--- src/ftfc_pkg.sv ---
`default_nettype none
package ftfc_pkg;
    localparam int unsigned WORD_W      = 4;
    localparam int unsigned BUF_DEPTH   = 8;
    localparam int unsigned CLR_CYCLES  = 4;
    localparam int unsigned STROBE_DIV  = 2;
    localparam int unsigned DIV_W       = 4;
    localparam int unsigned CLR_W       = 4;
    typedef enum logic [1:0] {FTFC_WR_IDLE, FTFC_WR_HIGH, FTFC_WR_WAIT} ftfc_wr_t;
    typedef enum logic [1:0] {FTFC_RD_IDLE, FTFC_RD_HIGH, FTFC_RD_LOW} ftfc_rd_t;
endpackage
`default_nettype wire

--- src/ftfc_ctrl.sv ---
// Summary of operation
// [RL1] Buffer holds sixty-four four-bit words with separate input and output data paths.
// [RL2] Master clear empties the buffer regardless of either port.
// [RL3] Word captured when space flag AND write strobe rises.
// [RL4] Space flag falls to acknowledge a captured word.
// [RL5] Word moves on when strobe and space flag both low; flag rises again.
// [RL6] Words ripple downstream into empty cells faster than external rates.
// [RL7] Word 63 is the output stage, refilled from word 62 when vacated.
// [RL8] Loading the output stage raises the word-available flag.
// [RL9] Word-available falls a fixed delay after it and read strobe are high.
// [RL10] Read strobe falling marks the output stage empty.
// [RL11] Write strobe pulses while space flag is low are ignored.
// [RL12] When full, space flag stays low until space appears downstream.
// [RL13] Reading the only word leaves word-available low, outputs unchanged.
// [RL14] After master clear the space flag goes high.
// [RL15] Controller applies master clear before any write or read.
// [RL16] Width expansion ties strobes and clears together, flags kept separate.
// [RL17] Paralleled units' flags are combined by gates into composite flags.
// [RL18] Depth cascade: word-available drives next write strobe, space flag drives read.
// [RL19] During master clear word-available is low and all cells are empty.
`default_nettype none
module ftfc_ctrl
    import ftfc_pkg::*;
#(
    parameter int unsigned UNITS = 1
) (
    input  wire logic                          clk_sys,
    input  wire logic                          sys_rst,
    input  wire logic                          wr_valid,
    output logic                               wr_ready,
    input  wire logic [ftfc_pkg::WORD_W*UNITS-1:0] wr_data,
    output logic                               rd_valid,
    input  wire logic                          rd_ready,
    output logic      [ftfc_pkg::WORD_W*UNITS-1:0] rd_data,
    output logic                               master_clear_n,
    output logic                               shift_in,
    output logic      [ftfc_pkg::WORD_W*UNITS-1:0] dev_din,
    input  wire logic [UNITS-1:0]              space_flag,
    output logic                               shift_out,
    input  wire logic [UNITS-1:0]              word_avail,
    input  wire logic [ftfc_pkg::WORD_W*UNITS-1:0] dev_dout,
    output logic                               busy
);
    import ftfc_pkg::*;
    localparam int unsigned DW = WORD_W * UNITS;
    if (UNITS < 1 || STROBE_DIV < 1 || STROBE_DIV > (1 << DIV_W) || CLR_CYCLES < 1
        || CLR_CYCLES > (1 << CLR_W)) begin : g_bad_cfg
        $error("ftfc_ctrl: UNITS, STROBE_DIV or CLR_CYCLES out of range");
    end

    ////////////////////////////////////////////////////////////////////////////
    // Strobe pacing divider and clear sequencer
    logic [DIV_W-1:0] div_r;
    logic [CLR_W-1:0] clr_cnt_r;
    logic             clr_done_r;
    wire              tick = (div_r == DIV_W'(STROBE_DIV - 1));
    always_ff @(posedge clk_sys or posedge sys_rst) begin
        if (sys_rst) begin
            div_r <= '0;
        end else begin
            div_r <= tick ? '0 : div_r + 1'b1;
        end
    end
    // Clear is held low for a while before any strobe is issued
    always_ff @(posedge clk_sys or posedge sys_rst) begin
        if (sys_rst) begin
            clr_cnt_r  <= '0;
            clr_done_r <= 1'b0;
        end else if (!clr_done_r) begin // see [RL15]
            clr_cnt_r  <= clr_cnt_r + 1'b1;
            clr_done_r <= (clr_cnt_r == CLR_W'(CLR_CYCLES - 1));
        end
    end

    ////////////////////////////////////////////////////////////////////////////
    // Composite flags across paralleled units
    wire space_all = &space_flag; // see [RL17]
    wire avail_all = &word_avail; // see [RL17]
    wire space_any = |space_flag;
    wire avail_any = |word_avail;

    ////////////////////////////////////////////////////////////////////////////
    // Write side: staging FIFO feeds the device input port
    logic          st_valid;
    logic          st_pop;
    logic [DW-1:0] st_data;
    ftfc_fifo #(.WIDTH(DW), .DEPTH(BUF_DEPTH)) u_stage (
        .clk_sys   (clk_sys),
        .sys_rst   (sys_rst),
        .in_valid  (wr_valid && clr_done_r),
        .in_ready  (),
        .in_data   (wr_data),
        .out_valid (st_valid),
        .out_ready (st_pop),
        .out_data  (st_data)
    );
    ftfc_wr_t wr_st_r;
    ftfc_wr_t wr_st_nxt;
    logic     shift_in_nxt;
    // Strobe only rises while every space flag is high
    wire wr_start = clr_done_r && tick && st_valid && space_all; // see [RL3] [RL11]
    wire wr_acked = !space_any;                                   // see [RL4]
    wire wr_rel   = space_all;                                    // see [RL5] [RL12]
    assign st_pop = (wr_st_r == FTFC_WR_IDLE) && wr_start;
    always_comb begin
        wr_st_nxt    = wr_st_r;
        shift_in_nxt = shift_in;
        unique case (wr_st_r)
            FTFC_WR_IDLE: if (wr_start) begin
                wr_st_nxt    = FTFC_WR_HIGH;
                shift_in_nxt = 1'b1;
            end
            FTFC_WR_HIGH: if (wr_acked && tick) begin
                wr_st_nxt    = FTFC_WR_WAIT;
                shift_in_nxt = 1'b0;
            end
            FTFC_WR_WAIT: if (wr_rel && tick) begin
                wr_st_nxt = FTFC_WR_IDLE;
            end
            default: begin
                wr_st_nxt    = FTFC_WR_IDLE;
                shift_in_nxt = 1'b0;
            end
        endcase
    end
    always_ff @(posedge clk_sys or posedge sys_rst) begin
        if (sys_rst) begin
            wr_st_r       <= FTFC_WR_IDLE;
            shift_in      <= 1'b0;
            dev_din       <= '0;
            wr_ready      <= 1'b0;
        end else begin
            wr_st_r       <= wr_st_nxt;
            shift_in      <= shift_in_nxt;
            wr_ready      <= clr_done_r;
            if (st_pop) dev_din <= st_data;
        end
    end

    ////////////////////////////////////////////////////////////////////////////
    // Read side: take a word when every unit offers one
    ftfc_rd_t      rd_st_r;
    ftfc_rd_t      rd_st_nxt;
    logic          shift_out_nxt;
    logic          rd_take;
    logic [DW-1:0] rd_data_nxt;
    wire rd_free  = !rd_valid || rd_ready;
    wire rd_start = clr_done_r && tick && avail_all && rd_free; // see [RL8]
    assign rd_data_nxt = dev_dout;
    always_comb begin
        rd_st_nxt     = rd_st_r;
        shift_out_nxt = shift_out;
        rd_take       = 1'b0;
        unique case (rd_st_r)
            FTFC_RD_IDLE: if (rd_start) begin
                rd_st_nxt     = FTFC_RD_HIGH;
                shift_out_nxt = 1'b1;
                rd_take       = 1'b1;
            end
            // Hold strobe high until every flag has dropped
            FTFC_RD_HIGH: if (!avail_any && tick) begin // see [RL9] [RL18]
                rd_st_nxt     = FTFC_RD_LOW;
                shift_out_nxt = 1'b0; // see [RL10]
            end
            FTFC_RD_LOW: if (tick) begin
                rd_st_nxt = FTFC_RD_IDLE;
            end
            default: begin
                rd_st_nxt     = FTFC_RD_IDLE;
                shift_out_nxt = 1'b0;
            end
        endcase
    end
    always_ff @(posedge clk_sys or posedge sys_rst) begin
        if (sys_rst) begin
            rd_st_r   <= FTFC_RD_IDLE;
            shift_out <= 1'b0;
            rd_valid  <= 1'b0;
            rd_data   <= '0;
        end else begin
            rd_st_r   <= rd_st_nxt;
            shift_out <= shift_out_nxt;
            if (rd_take) begin
                rd_data  <= rd_data_nxt; // see [RL1]
                rd_valid <= 1'b1;
            end else if (rd_ready) begin
                rd_valid <= 1'b0;
            end
        end
    end

    ////////////////////////////////////////////////////////////////////////////
    // Clear output and status
    always_ff @(posedge clk_sys or posedge sys_rst) begin
        if (sys_rst) begin
            master_clear_n <= 1'b0; // see [RL2] [RL19]
            busy           <= 1'b1;
        end else begin
            master_clear_n <= clr_done_r; // see [RL14] [RL15] [RL16]
            busy           <= !clr_done_r || (wr_st_r != FTFC_WR_IDLE) || st_valid;
        end
    end
endmodule // ftfc_ctrl
`default_nettype wire

--- src/ftfc_fifo.sv ---
`default_nettype none
module ftfc_fifo #(
    parameter int unsigned WIDTH = 4,
    parameter int unsigned DEPTH = 8
) (
    input  wire logic             clk_sys,
    input  wire logic             sys_rst,
    input  wire logic             in_valid,
    output logic                  in_ready,
    input  wire logic [WIDTH-1:0] in_data,
    output logic                  out_valid,
    input  wire logic             out_ready,
    output logic      [WIDTH-1:0] out_data
);
    localparam int unsigned AW = (DEPTH > 1) ? $clog2(DEPTH) : 1;
    if (DEPTH < 2 || (DEPTH & (DEPTH - 1)) != 0) begin : g_bad_depth
        $error("ftfc_fifo: DEPTH must be a power of two >= 2");
    end
    logic [WIDTH-1:0] mem_r [DEPTH];
    logic [AW:0]      wp_r;
    logic [AW:0]      rp_r;
    wire              full  = (wp_r[AW] != rp_r[AW]) && (wp_r[AW-1:0] == rp_r[AW-1:0]);
    wire              empty = (wp_r == rp_r);
    wire              push  = in_valid && !full;
    wire              pop   = out_ready && !empty;
    assign in_ready  = !full;
    assign out_valid = !empty;
    assign out_data  = mem_r[rp_r[AW-1:0]];
    always_ff @(posedge clk_sys or posedge sys_rst) begin
        if (sys_rst) begin
            wp_r <= '0;
            rp_r <= '0;
        end else begin
            if (push) wp_r <= wp_r + 1'b1;
            if (pop)  rp_r <= rp_r + 1'b1;
        end
    end
    always_ff @(posedge clk_sys) begin
        if (push) mem_r[wp_r[AW-1:0]] <= in_data;
    end
endmodule // ftfc_fifo
`default_nettype wire

--- config.mk ---
export PLATFORM = sky130hd
export DESIGN_NAME = ftfc_ctrl
export DESIGN_NICKNAME = d
export VERILOG_FILES = /design/src/ftfc_pkg.sv /design/src/ftfc_ctrl.sv /design/src/ftfc_fifo.sv
export SDC_FILE = /design/constraint.sdc
export NUM_CORES = 1
export LEC_CHECK = 0
export BUFFER_PORTS_ARGS = -buffer_cell sky130_fd_sc_hd__buf_2
export CAP_MARGIN = 20
export CORE_MARGIN = 2
export CORE_UTILIZATION = 55
export DETAILED_ROUTE_END_ITERATION = 10
export GPL_TIMING_DRIVEN = 0
export PLACE_DENSITY = 0.74
export SLEW_MARGIN = 15
export SYNTH_ARGS = -nofsm -noshare
export SYNTH_HDL_FRONTEND = slang
export SYNTH_HIERARCHICAL = 1
export SYNTH_SLANG_ARGS = --single-unit
--- constraint.sdc ---
create_clock -name clk_sys -period 3.4 [get_ports clk_sys]
set_clock_uncertainty 0.15 [all_clocks]
set_input_delay 0.68 -clock clk_sys [delete_from_list [all_inputs] [get_ports clk_sys]]
set_output_delay 0.68 -clock clk_sys [all_outputs]
set_load 0.05 [all_outputs]
==> run metrics, run 1 <==
initial antenna violation count 0; # H-tree levels 3; DR WL/cell 15.3 um; post-place setup slack 0.630 ns; f_max 0.362 GHz; worst path required time 3.44 ns; vias in the first global route 1657; 1st-iter DRT viols 89; CP max FO 9; fin. max-slew vios 0; worst skew pair latency 0.33 ns; final hold viol count 0; Residual DRC 0; first-pass GRT wire length 7.79 mm; cts hold-fix bufs 0; Post-Syn Area 2970 um2; Setup TNS 0 ns; Worst-path clk slew 0.07 ns; Comb power frac 0.415; post-route insts no fill 303; Tmin final 2.77 ns; die width 77.4 um; status complete, no violations; final setup margin 0.634 ns; reg2reg end u_stage/rp_r[3]; total number of vias 1650; VDD IR max 0.489 mV; clock power share 0.218; CTS Sinks 66; Internal 1.96 mW; crit share post-route 0.814; Initial Util 0.574; GPL Wtd Cong 0.762; Switching Fraction 0.380; Psw 1.20 mW; Syn Area/Cell 15.6 um2; Startpoint Class flip-flop; RSZ-0062 raised after global routing false; post-CTS setup buffers 0; Filler Cells Inserted 360; die height 77.4 um; share of cells above drive strength 1 0.356; largest net degree at the start of global routing 27; fin nets 245; Pre-Repair DR Iteration Count 4; I/O pins 28; Worst R2R Path Depth 9; CTS Buf Count 9; Area growth, synth to finish 14.6%; # resized after CTS 0; Synth Net Count 207; Pleak 1.34 nW; Total Routing Usage GR 0.172; post-DR vias/cell 5.45; WS Path Type flip-flop to flip-flop; Pwr Density 929 nW/um2; WP data arrival 2.80 ns; port bufs 27; CTS Buffer Depth 2; final-report setup violation count 0; total core area 5170 um2; number of diodes 0; post-route ant nets 0; max-cap viol count 0; Rel. slew slack 0.359; DP Cell Count 287; CTS tree yes; Cells after Synth 190; std cell rows 26; Flop pwr share 0.366; grt ovf 0; Worst Max-Slew Pin Slew 0.952 ns; final WL 4.65 mm; Syn. warnings 6; Critical R2R Launch u_stage/wp_r[1]; R2R setup slack 0.63 ns; Worst Hold Class input pin to asynchronous set/reset pin; root buffer cell clkbuf_8; Total Power 3.16 mW; CP Capture Type flip-flop; HPWL after DPL 3.28 mm; total die area 6000 um2
how the worst max path moves through the flow:
| stage | startpoint | to | slack, ns | depth (start not counted) |
|---|---|---|---|---|
| 2_1_floorplan | u_stage/wp_r[1] | u_stage/rp_r[3] | 0.89 | 9 |
| 3_3_place_gp | u_stage/wp_r[1] | u_stage/rp_r[3] | 0.66 | 9 |
| 3_5_place_dp | u_stage/wp_r[1] | u_stage/rp_r[3] | 0.63 | 9 |
| 4_1_cts | u_stage/wp_r[1] | u_stage/rp_r[3] | 0.61 | 9 |
| 5_1_grt | u_stage/wp_r[1] | u_stage/rp_r[3] | 0.47 | 9 |
| 6_report | u_stage/wp_r[1] | u_stage/rp_r[3] | 0.63 | 9 |
worst max-delay path, cell delays in order, from the launching register on:
cell      delay [ns]
dfrtp_1         0.38
buf_4           0.18
xor2_2          0.24
or3_4           0.44
or2_2           0.31
nand4_1         0.23
inv_1           0.17
and4_1          0.23
o311ai_0        0.11
o311ai_2        0.17
through the flow:
stage          instance area, um2   util  hold WS, ns
4_1_cts                      3400  0.657        0.149
5_1_grt                      3400  0.657        0.171
6_report                     3400  0.657        0.156
3_5_place_dp                 3190  0.617        0.325
3_3_place_gp                 3190  0.617        0.316
2_1_floorplan                2970      -        0.297
final cells by class:
type                            instances  area [um2]  area share
Sequential cell                        66        1810       0.534
Clock buffer                           11         131      0.0387
Inverter                                8        30.0     0.00884
Timing Repair Buffer                   27         135      0.0398
Multi-Input combinational cell        110        1080       0.318
Buffer                                  6        42.5      0.0125
Tap cell                               70        87.6      0.0258
Clock inverter                          5        77.6      0.0228
power by group through the flow:
| stage | sequential [mW] | combinational (mW) | clock, mW |
|---|---|---|---|
| final | 1.16 | 1.31 | 0.689 |
| after global routing | 1.18 | 1.41 | 0.749 |
| after CTS | 1.16 | 1.32 | 0.710 |
| after detailed placement | 1.17 | 1.31 | 0 |
| after global placement | 1.16 | 1.29 | 0 |
| after floorplan | 1.38 | 0.848 | 0 |
metal layers:
metal  wire length (um)  GRT usage  share of wire
met3                181     0.0547          0.039
met2               2180      0.256           0.47
met1               2230      0.223           0.48
met4                 58     0.0982          0.012
met5                  0          0              0
flip-flops by register name, indices dropped and copies added, names as in the netlist, 2 cells and up:
register       count
div_r              4
wr_st_r            2
rd_data            4
u_stage/wp_r       4
rd_st_r            2
u_stage/rp_r       4
u_stage/mem_r     32
clr_cnt_r          4
dev_din            4
layout by cell type (no fill, tap or decap), types with 2 or more instances in the layout:
cell / count
clkbuf_8: 9
nand2_1: 8
o41ai_1: 2
nor3_1: 3
edfxtp_1: 32
ha_1: 3
nand4b_1: 2
o41ai_4: 2
dfrtp_1: 33
clkbuf_1: 3
and4_1: 2
mux2_4: 2
mux4_2: 8
bufinv_16: 2
buf_4: 3
o311ai_2: 2
nand4_1: 4
mux2_2: 13
inv_1: 8
xnor2_1: 10
a21oi_1: 2
xor2_2: 2
nand3_1: 3
nor2_1: 7
nor2b_1: 2
buf_2: 28
o21ai_0: 4
o311ai_0: 2
and2_1: 4
nand2b_1: 7
No activity file was read; power rests on OpenSTA's default activity.
==> run 2: changes to the inputs <==
--- a/config.mk
+++ b/config.mk
@@ -8,7 +8,7 @@
 export BUFFER_PORTS_ARGS = -buffer_cell sky130_fd_sc_hd__buf_2
 export CAP_MARGIN = 20
 export CORE_MARGIN = 2
-export CORE_UTILIZATION = 55
+export CORE_UTILIZATION = 53
 export DETAILED_ROUTE_END_ITERATION = 10
 export GPL_TIMING_DRIVEN = 0
 export PLACE_DENSITY = 0.74
==> constraint.sdc (replaced) <==
create_clock -name clk_sys -period 2.5 [get_ports clk_sys]
set_clock_uncertainty 0.15 [all_clocks]
set_input_delay 0.5 -clock clk_sys [delete_from_list [all_inputs] [get_ports clk_sys]]
set_output_delay 0.5 -clock clk_sys [all_outputs]
set_load 0.05 [all_outputs]
==> run 2 against run 1 <==
Compared with the run above:
- sequential power increased by 37%
- count of clock-buffer cells in the layout shrank 2
- worst hold slack gained 0.083 ns
- non-clock buffer count increased by 3
- clock power is 33% higher
- setup slack got worse by 0.61 ns
- power is 38% higher
- sequential cell count stayed put
- register-to-register slack lost 0.61 ns
- critical endpoint unchanged
- routed wire length rose by 4.2%
- global-route usage increased by 0.29 points
- combinational power grew 41%
==> run metrics, run 2 (same netlist as run 1, synthesis figures left out) <==
Worst Max-Slew Pin Slew 0.632 ns (-0.320 ns); grt ovf 0 (unchanged); # H-tree levels 3 (unchanged); final-report setup violation count 0 (unchanged); f_max 0.404 GHz (+12%); largest net degree at the start of global routing 27 (unchanged); Worst Hold Class input pin to flip-flop; reg2reg end u_stage/rp_r[3]; final setup margin 0.0235 ns (-0.610 ns); Worst R2R Path Depth 9 (unchanged); crit share post-route 0.991 (+0.177); Area growth, synth to finish 17.1%; max-cap viol count 0 (unchanged); Pleak 1.36 nW (+1.6%); Pre-Repair DR Iteration Count 4 (unchanged); CP Capture Type flip-flop; Total Routing Usage GR 0.174 (+0.00291); Tmin final 2.48 ns (-0.290 ns); Rel. slew slack 0.576 (+0.216); CTS Sinks 66 (unchanged); WS Path Type flip-flop to flip-flop; fin. max-slew vios 0 (unchanged); Fin Hold WS 0.239 ns (+0.0829 ns); Filler Cells Inserted 408 (+13%); final core occ 0.639 (-0.0184); number of diodes 0 (unchanged); hold path start dev_dout[2]; max FFs per register 32 (unchanged); port bufs 27 (unchanged); CP max FO 9 (unchanged); Pwr Density 1250 nW/um2 (+35%); GPL Wtd Cong 0.798 (+4.8%); root buffer cell clkbuf_8; Initial Util 0.545 (-0.0281); Final Cell Area 3470 um2 (+2.2%); post-DR vias/cell 5.56 (+2.2%); Critical R2R Launch u_stage/rp_r[2]; DP Cell Count 289 (+0.70%); first-pass GRT wire length 8.15 mm (+4.6%); total number of vias 1714 (+3.9%); worst path required time 2.55 ns (-0.89 ns); footprint of the multi-input gates 1110 um2 (+2.7%); worst skew pair latency 0.33 ns (about the same); most frequent cells in the layout dfrtp_1, edfxtp_1, buf_2; initial antenna violation count 0 (unchanged); hold path depth 2; share of cells above drive strength 1 0.381 (+0.0251); status complete, no violations; fin nets 248 (+1.2%); die width 78.8 um (+1.8%); std cell rows 27 (+3.8%); total core area 5440 um2 (+5.2%); Reg area 1810 um2 (unchanged); RSZ-0062 raised after global routing true; WP data arrival 2.52 ns (-0.28 ns); final hold viol count 0 (unchanged); Total Power 4.35 mW (+38%); I/O pins 28 (unchanged); commonest non-fill, non-tap cell in the layout dfrtp_1; Startpoint Class flip-flop; vias in the first global route 1738 (+4.9%); post-place setup slack -0.247 ns (-0.877 ns); R2R setup slack 0.02 ns (-0.61 ns); CTS tree yes; die height 78.8 um (+1.8%); Hold Path Sink rd_data[2]; 1st-iter DRT viols 74 (-17%); HPWL after DPL 3.31 mm (+1.1%); Setup TNS 0 ns (unchanged); Worst-path clk slew 0.08 ns (about the same); post-route insts no fill 308 (+1.7%); VDD IR max 0.780 mV (+59%); final WL 4.85 mm (+4.2%); Residual DRC 0 (unchanged); DP Area 3190 um2 (about the same); DR WL/cell 15.7 um (+2.5%); CTS Buf Count 9 (unchanged); CTS Buffer Depth 2 (unchanged); total die area 6210 um2 (+3.6%); post-route ant nets 0 (unchanged)
## run 2: what timing repair did
action,4_1_cts,5_1_grt
setup buffers,1,0
pin swaps,1,1
hold endpoints to repair,8,0
endpoints found under the setup margin,4,5
hold buffers,1,0
gates resized for setup,2,2
## run 2: how the worst max path moves through the flow
stage / slack, ns / startpoint / endpoint / depth (start not counted)
5_1_grt: -0.09 / u_stage/wp_r[1] / u_stage/rp_r[3] / 9
3_3_place_gp: -0.22 / u_stage/wp_r[1] / u_stage/rp_r[3] / 9
2_1_floorplan: 0.006 / u_stage/wp_r[1] / u_stage/rp_r[3] / 9
4_1_cts: 0.001 / u_stage/rp_r[2] / u_stage/rp_r[3] / 9
6_report: 0.02 / u_stage/rp_r[2] / u_stage/rp_r[3] / 9
3_5_place_dp: -0.25 / u_stage/wp_r[1] / u_stage/rp_r[3] / 9
## run 2: per-layer routing
metal  track usage  wire length (um)  vias to the layer above
met3        0.0625               226                       10
met2         0.275              2420                       52
li1              -                 -                      804
met1         0.225              2130                      848
met4        0.0621                63                        0
met5             0                 0                        -
## run 2: final cells by class
class	count	area share
multi-input cells	110	0.320
well taps	72	0.0259
plain buffers	6	0.0122
repair buffers	30	0.0519
inverters	8	0.00865
clock buffers	9	0.0357
clock inverters	7	0.0241
flip-flops and latches	66	0.522
## run 2: worst max-delay path, stage by stage, from the launching register on
cell	delay (ns)
dfrtp_1	0.37
buf_6	0.15
xor2_4	0.23
or3_4	0.45
or2_2	0.32
nand4_1	0.13
inv_2	0.08
and4_1	0.20
o311ai_1	0.09
o311ai_2	0.16
## run 2: power breakdown
group,total [mW],internal [mW],switching (mW)
logic,1.85,0.734,1.11
clock network,0.917,0.477,0.440
registers,1.59,1.41,0.181
total,4.35,2.62,1.73
==> run 3: changes to the inputs <==
--- a/config.mk
+++ b/config.mk
@@ -7,7 +7,6 @@
 export LEC_CHECK = 0
 export BUFFER_PORTS_ARGS = -buffer_cell sky130_fd_sc_hd__buf_2
 export CAP_MARGIN = 20
-export CORE_MARGIN = 2
 export CORE_UTILIZATION = 53
 export DETAILED_ROUTE_END_ITERATION = 10
 export GPL_TIMING_DRIVEN = 0
==> run 3 against run 2 <==
Compared with the run above:
- global-route usage increased by 2.0 points
- routed wire length increased by 5.3%
- critical path depth unchanged
- cell count increased by 1.6%
- power increased by 5.3%
- maximum frequency increased by 2.8%
- final area increased by 1.0%
- largest power group unchanged
- highest routed layer unchanged
==> run metrics, run 3 (same netlist as run 1, synthesis figures left out) <==
# H-tree levels 3 (unchanged); max FFs per register 32 (unchanged); most frequent cells in the layout dfrtp_1, edfxtp_1, buf_2; post-route ant nets 0 (unchanged); port bufs 27 (unchanged); CTS Buffer Depth 2 (unchanged); 1st-iter DRT viols 68 (-8.1%); RSZ-0062 raised after global routing false; Residual DRC 0 (unchanged); first-pass GRT wire length 8.46 mm (+3.8%); Worst Hold Class input pin to flip-flop; Area growth, synth to finish 18.3%; WS Path Type flip-flop to flip-flop; final hold viol count 0 (unchanged); fin. max-slew vios 0 (unchanged); WP buf/inv 2 (unchanged); Largest stage delay, worst path 0.42 ns (-0.03 ns); grt ovf 0 (unchanged); crit share post-route 0.964 (-0.0270); Pleak 1.39 nW (+1.9%); total die area 5900 um2 (-5.0%); total core area 5240 um2 (-3.7%); number of diodes 0 (unchanged); Worst Max-Slew Pin Slew 0.963 ns (+0.331 ns); f_max 0.415 GHz (+2.8%); root buffer cell clkbuf_8; fin nets 256 (+3.2%); die width 76.8 um (-2.5%); vias in the first global route 1746 (+0.46%); Pwr Density 1310 nW/um2 (+4.3%); Rel. slew slack 0.357 (-0.218); hold path depth 2 (unchanged); crit path cell chain buf_6, xor2_4, or3_4, or2_2, nand4_1, inv_2, and4_1, o311ai_1, o311ai_2; CTS Buf Count 9 (unchanged); DP Cell Count 287 (-0.69%); die height 76.8 um (-2.5%); Worst R2R Path Depth 9 (unchanged); Worst-path clk slew 0.07 ns (about the same); Startpoint Class flip-flop; max-cap viol count 0 (unchanged); CTS tree yes; CTS Sinks 66 (unchanged); final-report setup violation count 0 (unchanged); std cell rows 26 (-3.7%); GPL Wtd Cong 0.784 (-1.8%); Crit. Startpoint u_stage/rp_r[2]; worst path required time 2.56 ns (about the same); Pre-Repair DR Iteration Count 4 (unchanged); Initial Util 0.566 (+0.0210); post-route insts no fill 313 (+1.6%); status complete, no violations; post-DR vias/cell 5.49 (-1.4%); Critical R2R Launch u_stage/rp_r[2]; CP Capture Type flip-flop; largest net degree at the start of global routing 27 (unchanged); HPWL after DPL 3.37 mm (+1.6%); Setup TNS 0 ns (unchanged); share of cells above drive strength 1 0.395 (+0.0137); I/O pins 28 (unchanged); CP max FO 9 (unchanged); VDD IR max 0.810 mV (+3.9%); critical path's slowest cell or3_4; total number of vias 1718 (+0.23%); Tmin final 2.41 ns (-0.0674 ns); Top delay family on crit path simple AND/OR/NAND/NOR gates; worst skew pair latency 0.34 ns (about the same); Total Routing Usage GR 0.194 (+0.0198); DR WL/cell 16.3 um (+3.6%); instance count on the critical path 9 (unchanged); hold path start dev_dout[0]; final WL 5.10 mm (+5.3%); WP data arrival 2.47 ns (-0.05 ns); initial antenna violation count 0 (unchanged)
[run 3: worst reg2reg max path, delay by kind of cell (launching register included)]
family | cells | cell delay (ns)
buf+inv | 2 | 0.23
xor+xnor | 1 | 0.20
compound gates | 2 | 0.24
flops | 1 | 0.38
simple gates | 4 | 1.08
[run 3: repair_timing]
| action | 4_1_cts | 5_1_grt |
|---|---|---|
| setup endpoints to repair | 4 | 1 |
| endpoints found under the hold margin | 8 | 0 |
| buffers inserted | 3 | 7 |
| gates resized for setup | 4 | 1 |
| hold buffers | 1 | 0 |
| pin swaps | 3 | 3 |
[run 3: metrics by stage]
stage	hold slack (ns)	util	power [mW]	worst slack, ns	cell area (um2)
final	0.239	0.670	4.59	0.0910	3510
after global routing	0.240	0.670	4.82	0.00780	3510
after CTS	0.229	0.660	4.44	0.0322	3460
after detailed placement	0.318	0.609	3.39	-0.237	3190
after global placement	0.319	0.609	3.36	-0.194	3190
after floorplan	0.166	-	3.03	0.00569	2970
[run 3: area by class of cell]
class | count | area (um2)
inverter | 8 | 30.0
clock buffer | 10 | 128
tap | 70 | 87.6
multi-input combinational | 110 | 1100
fill | 374 | 1730
sequential | 66 | 1810
clock inverter | 5 | 80.1
timing repair buffer | 38 | 220
buffer | 6 | 46.3
[run 3: layer usage]
layer	part of all wire	track usage	up-vias	wire, um
li1	-	-	815	-
met1	0.47	0.254	852	2390
met2	0.47	0.298	39	2410
met3	0.034	0.0381	12	173
met4	0.026	0.121	0	131
met5	0	0	-	0
[run 3: path summary, 6_finish.rpt]
check | to | slack (ns)
setup / recovery | u_stage/rp_r[3] | 0.09
hold / removal | rd_data[0] | 0.24
setup reg to reg | u_stage/rp_r[3] | 0.09
hold reg to reg | clr_cnt_r[3] | 0.32
max in group asynchronous | dev_din[0] | 0.83
min in group asynchronous | u_stage/rp_r[3] | 0.51
[run 3: report_power, final]
group | switching (mW) | internal (mW) | total [mW]
sequential | 0.182 | 1.41 | 1.59
clock | 0.401 | 0.554 | 0.955
combinational | 1.16 | 0.877 | 2.04
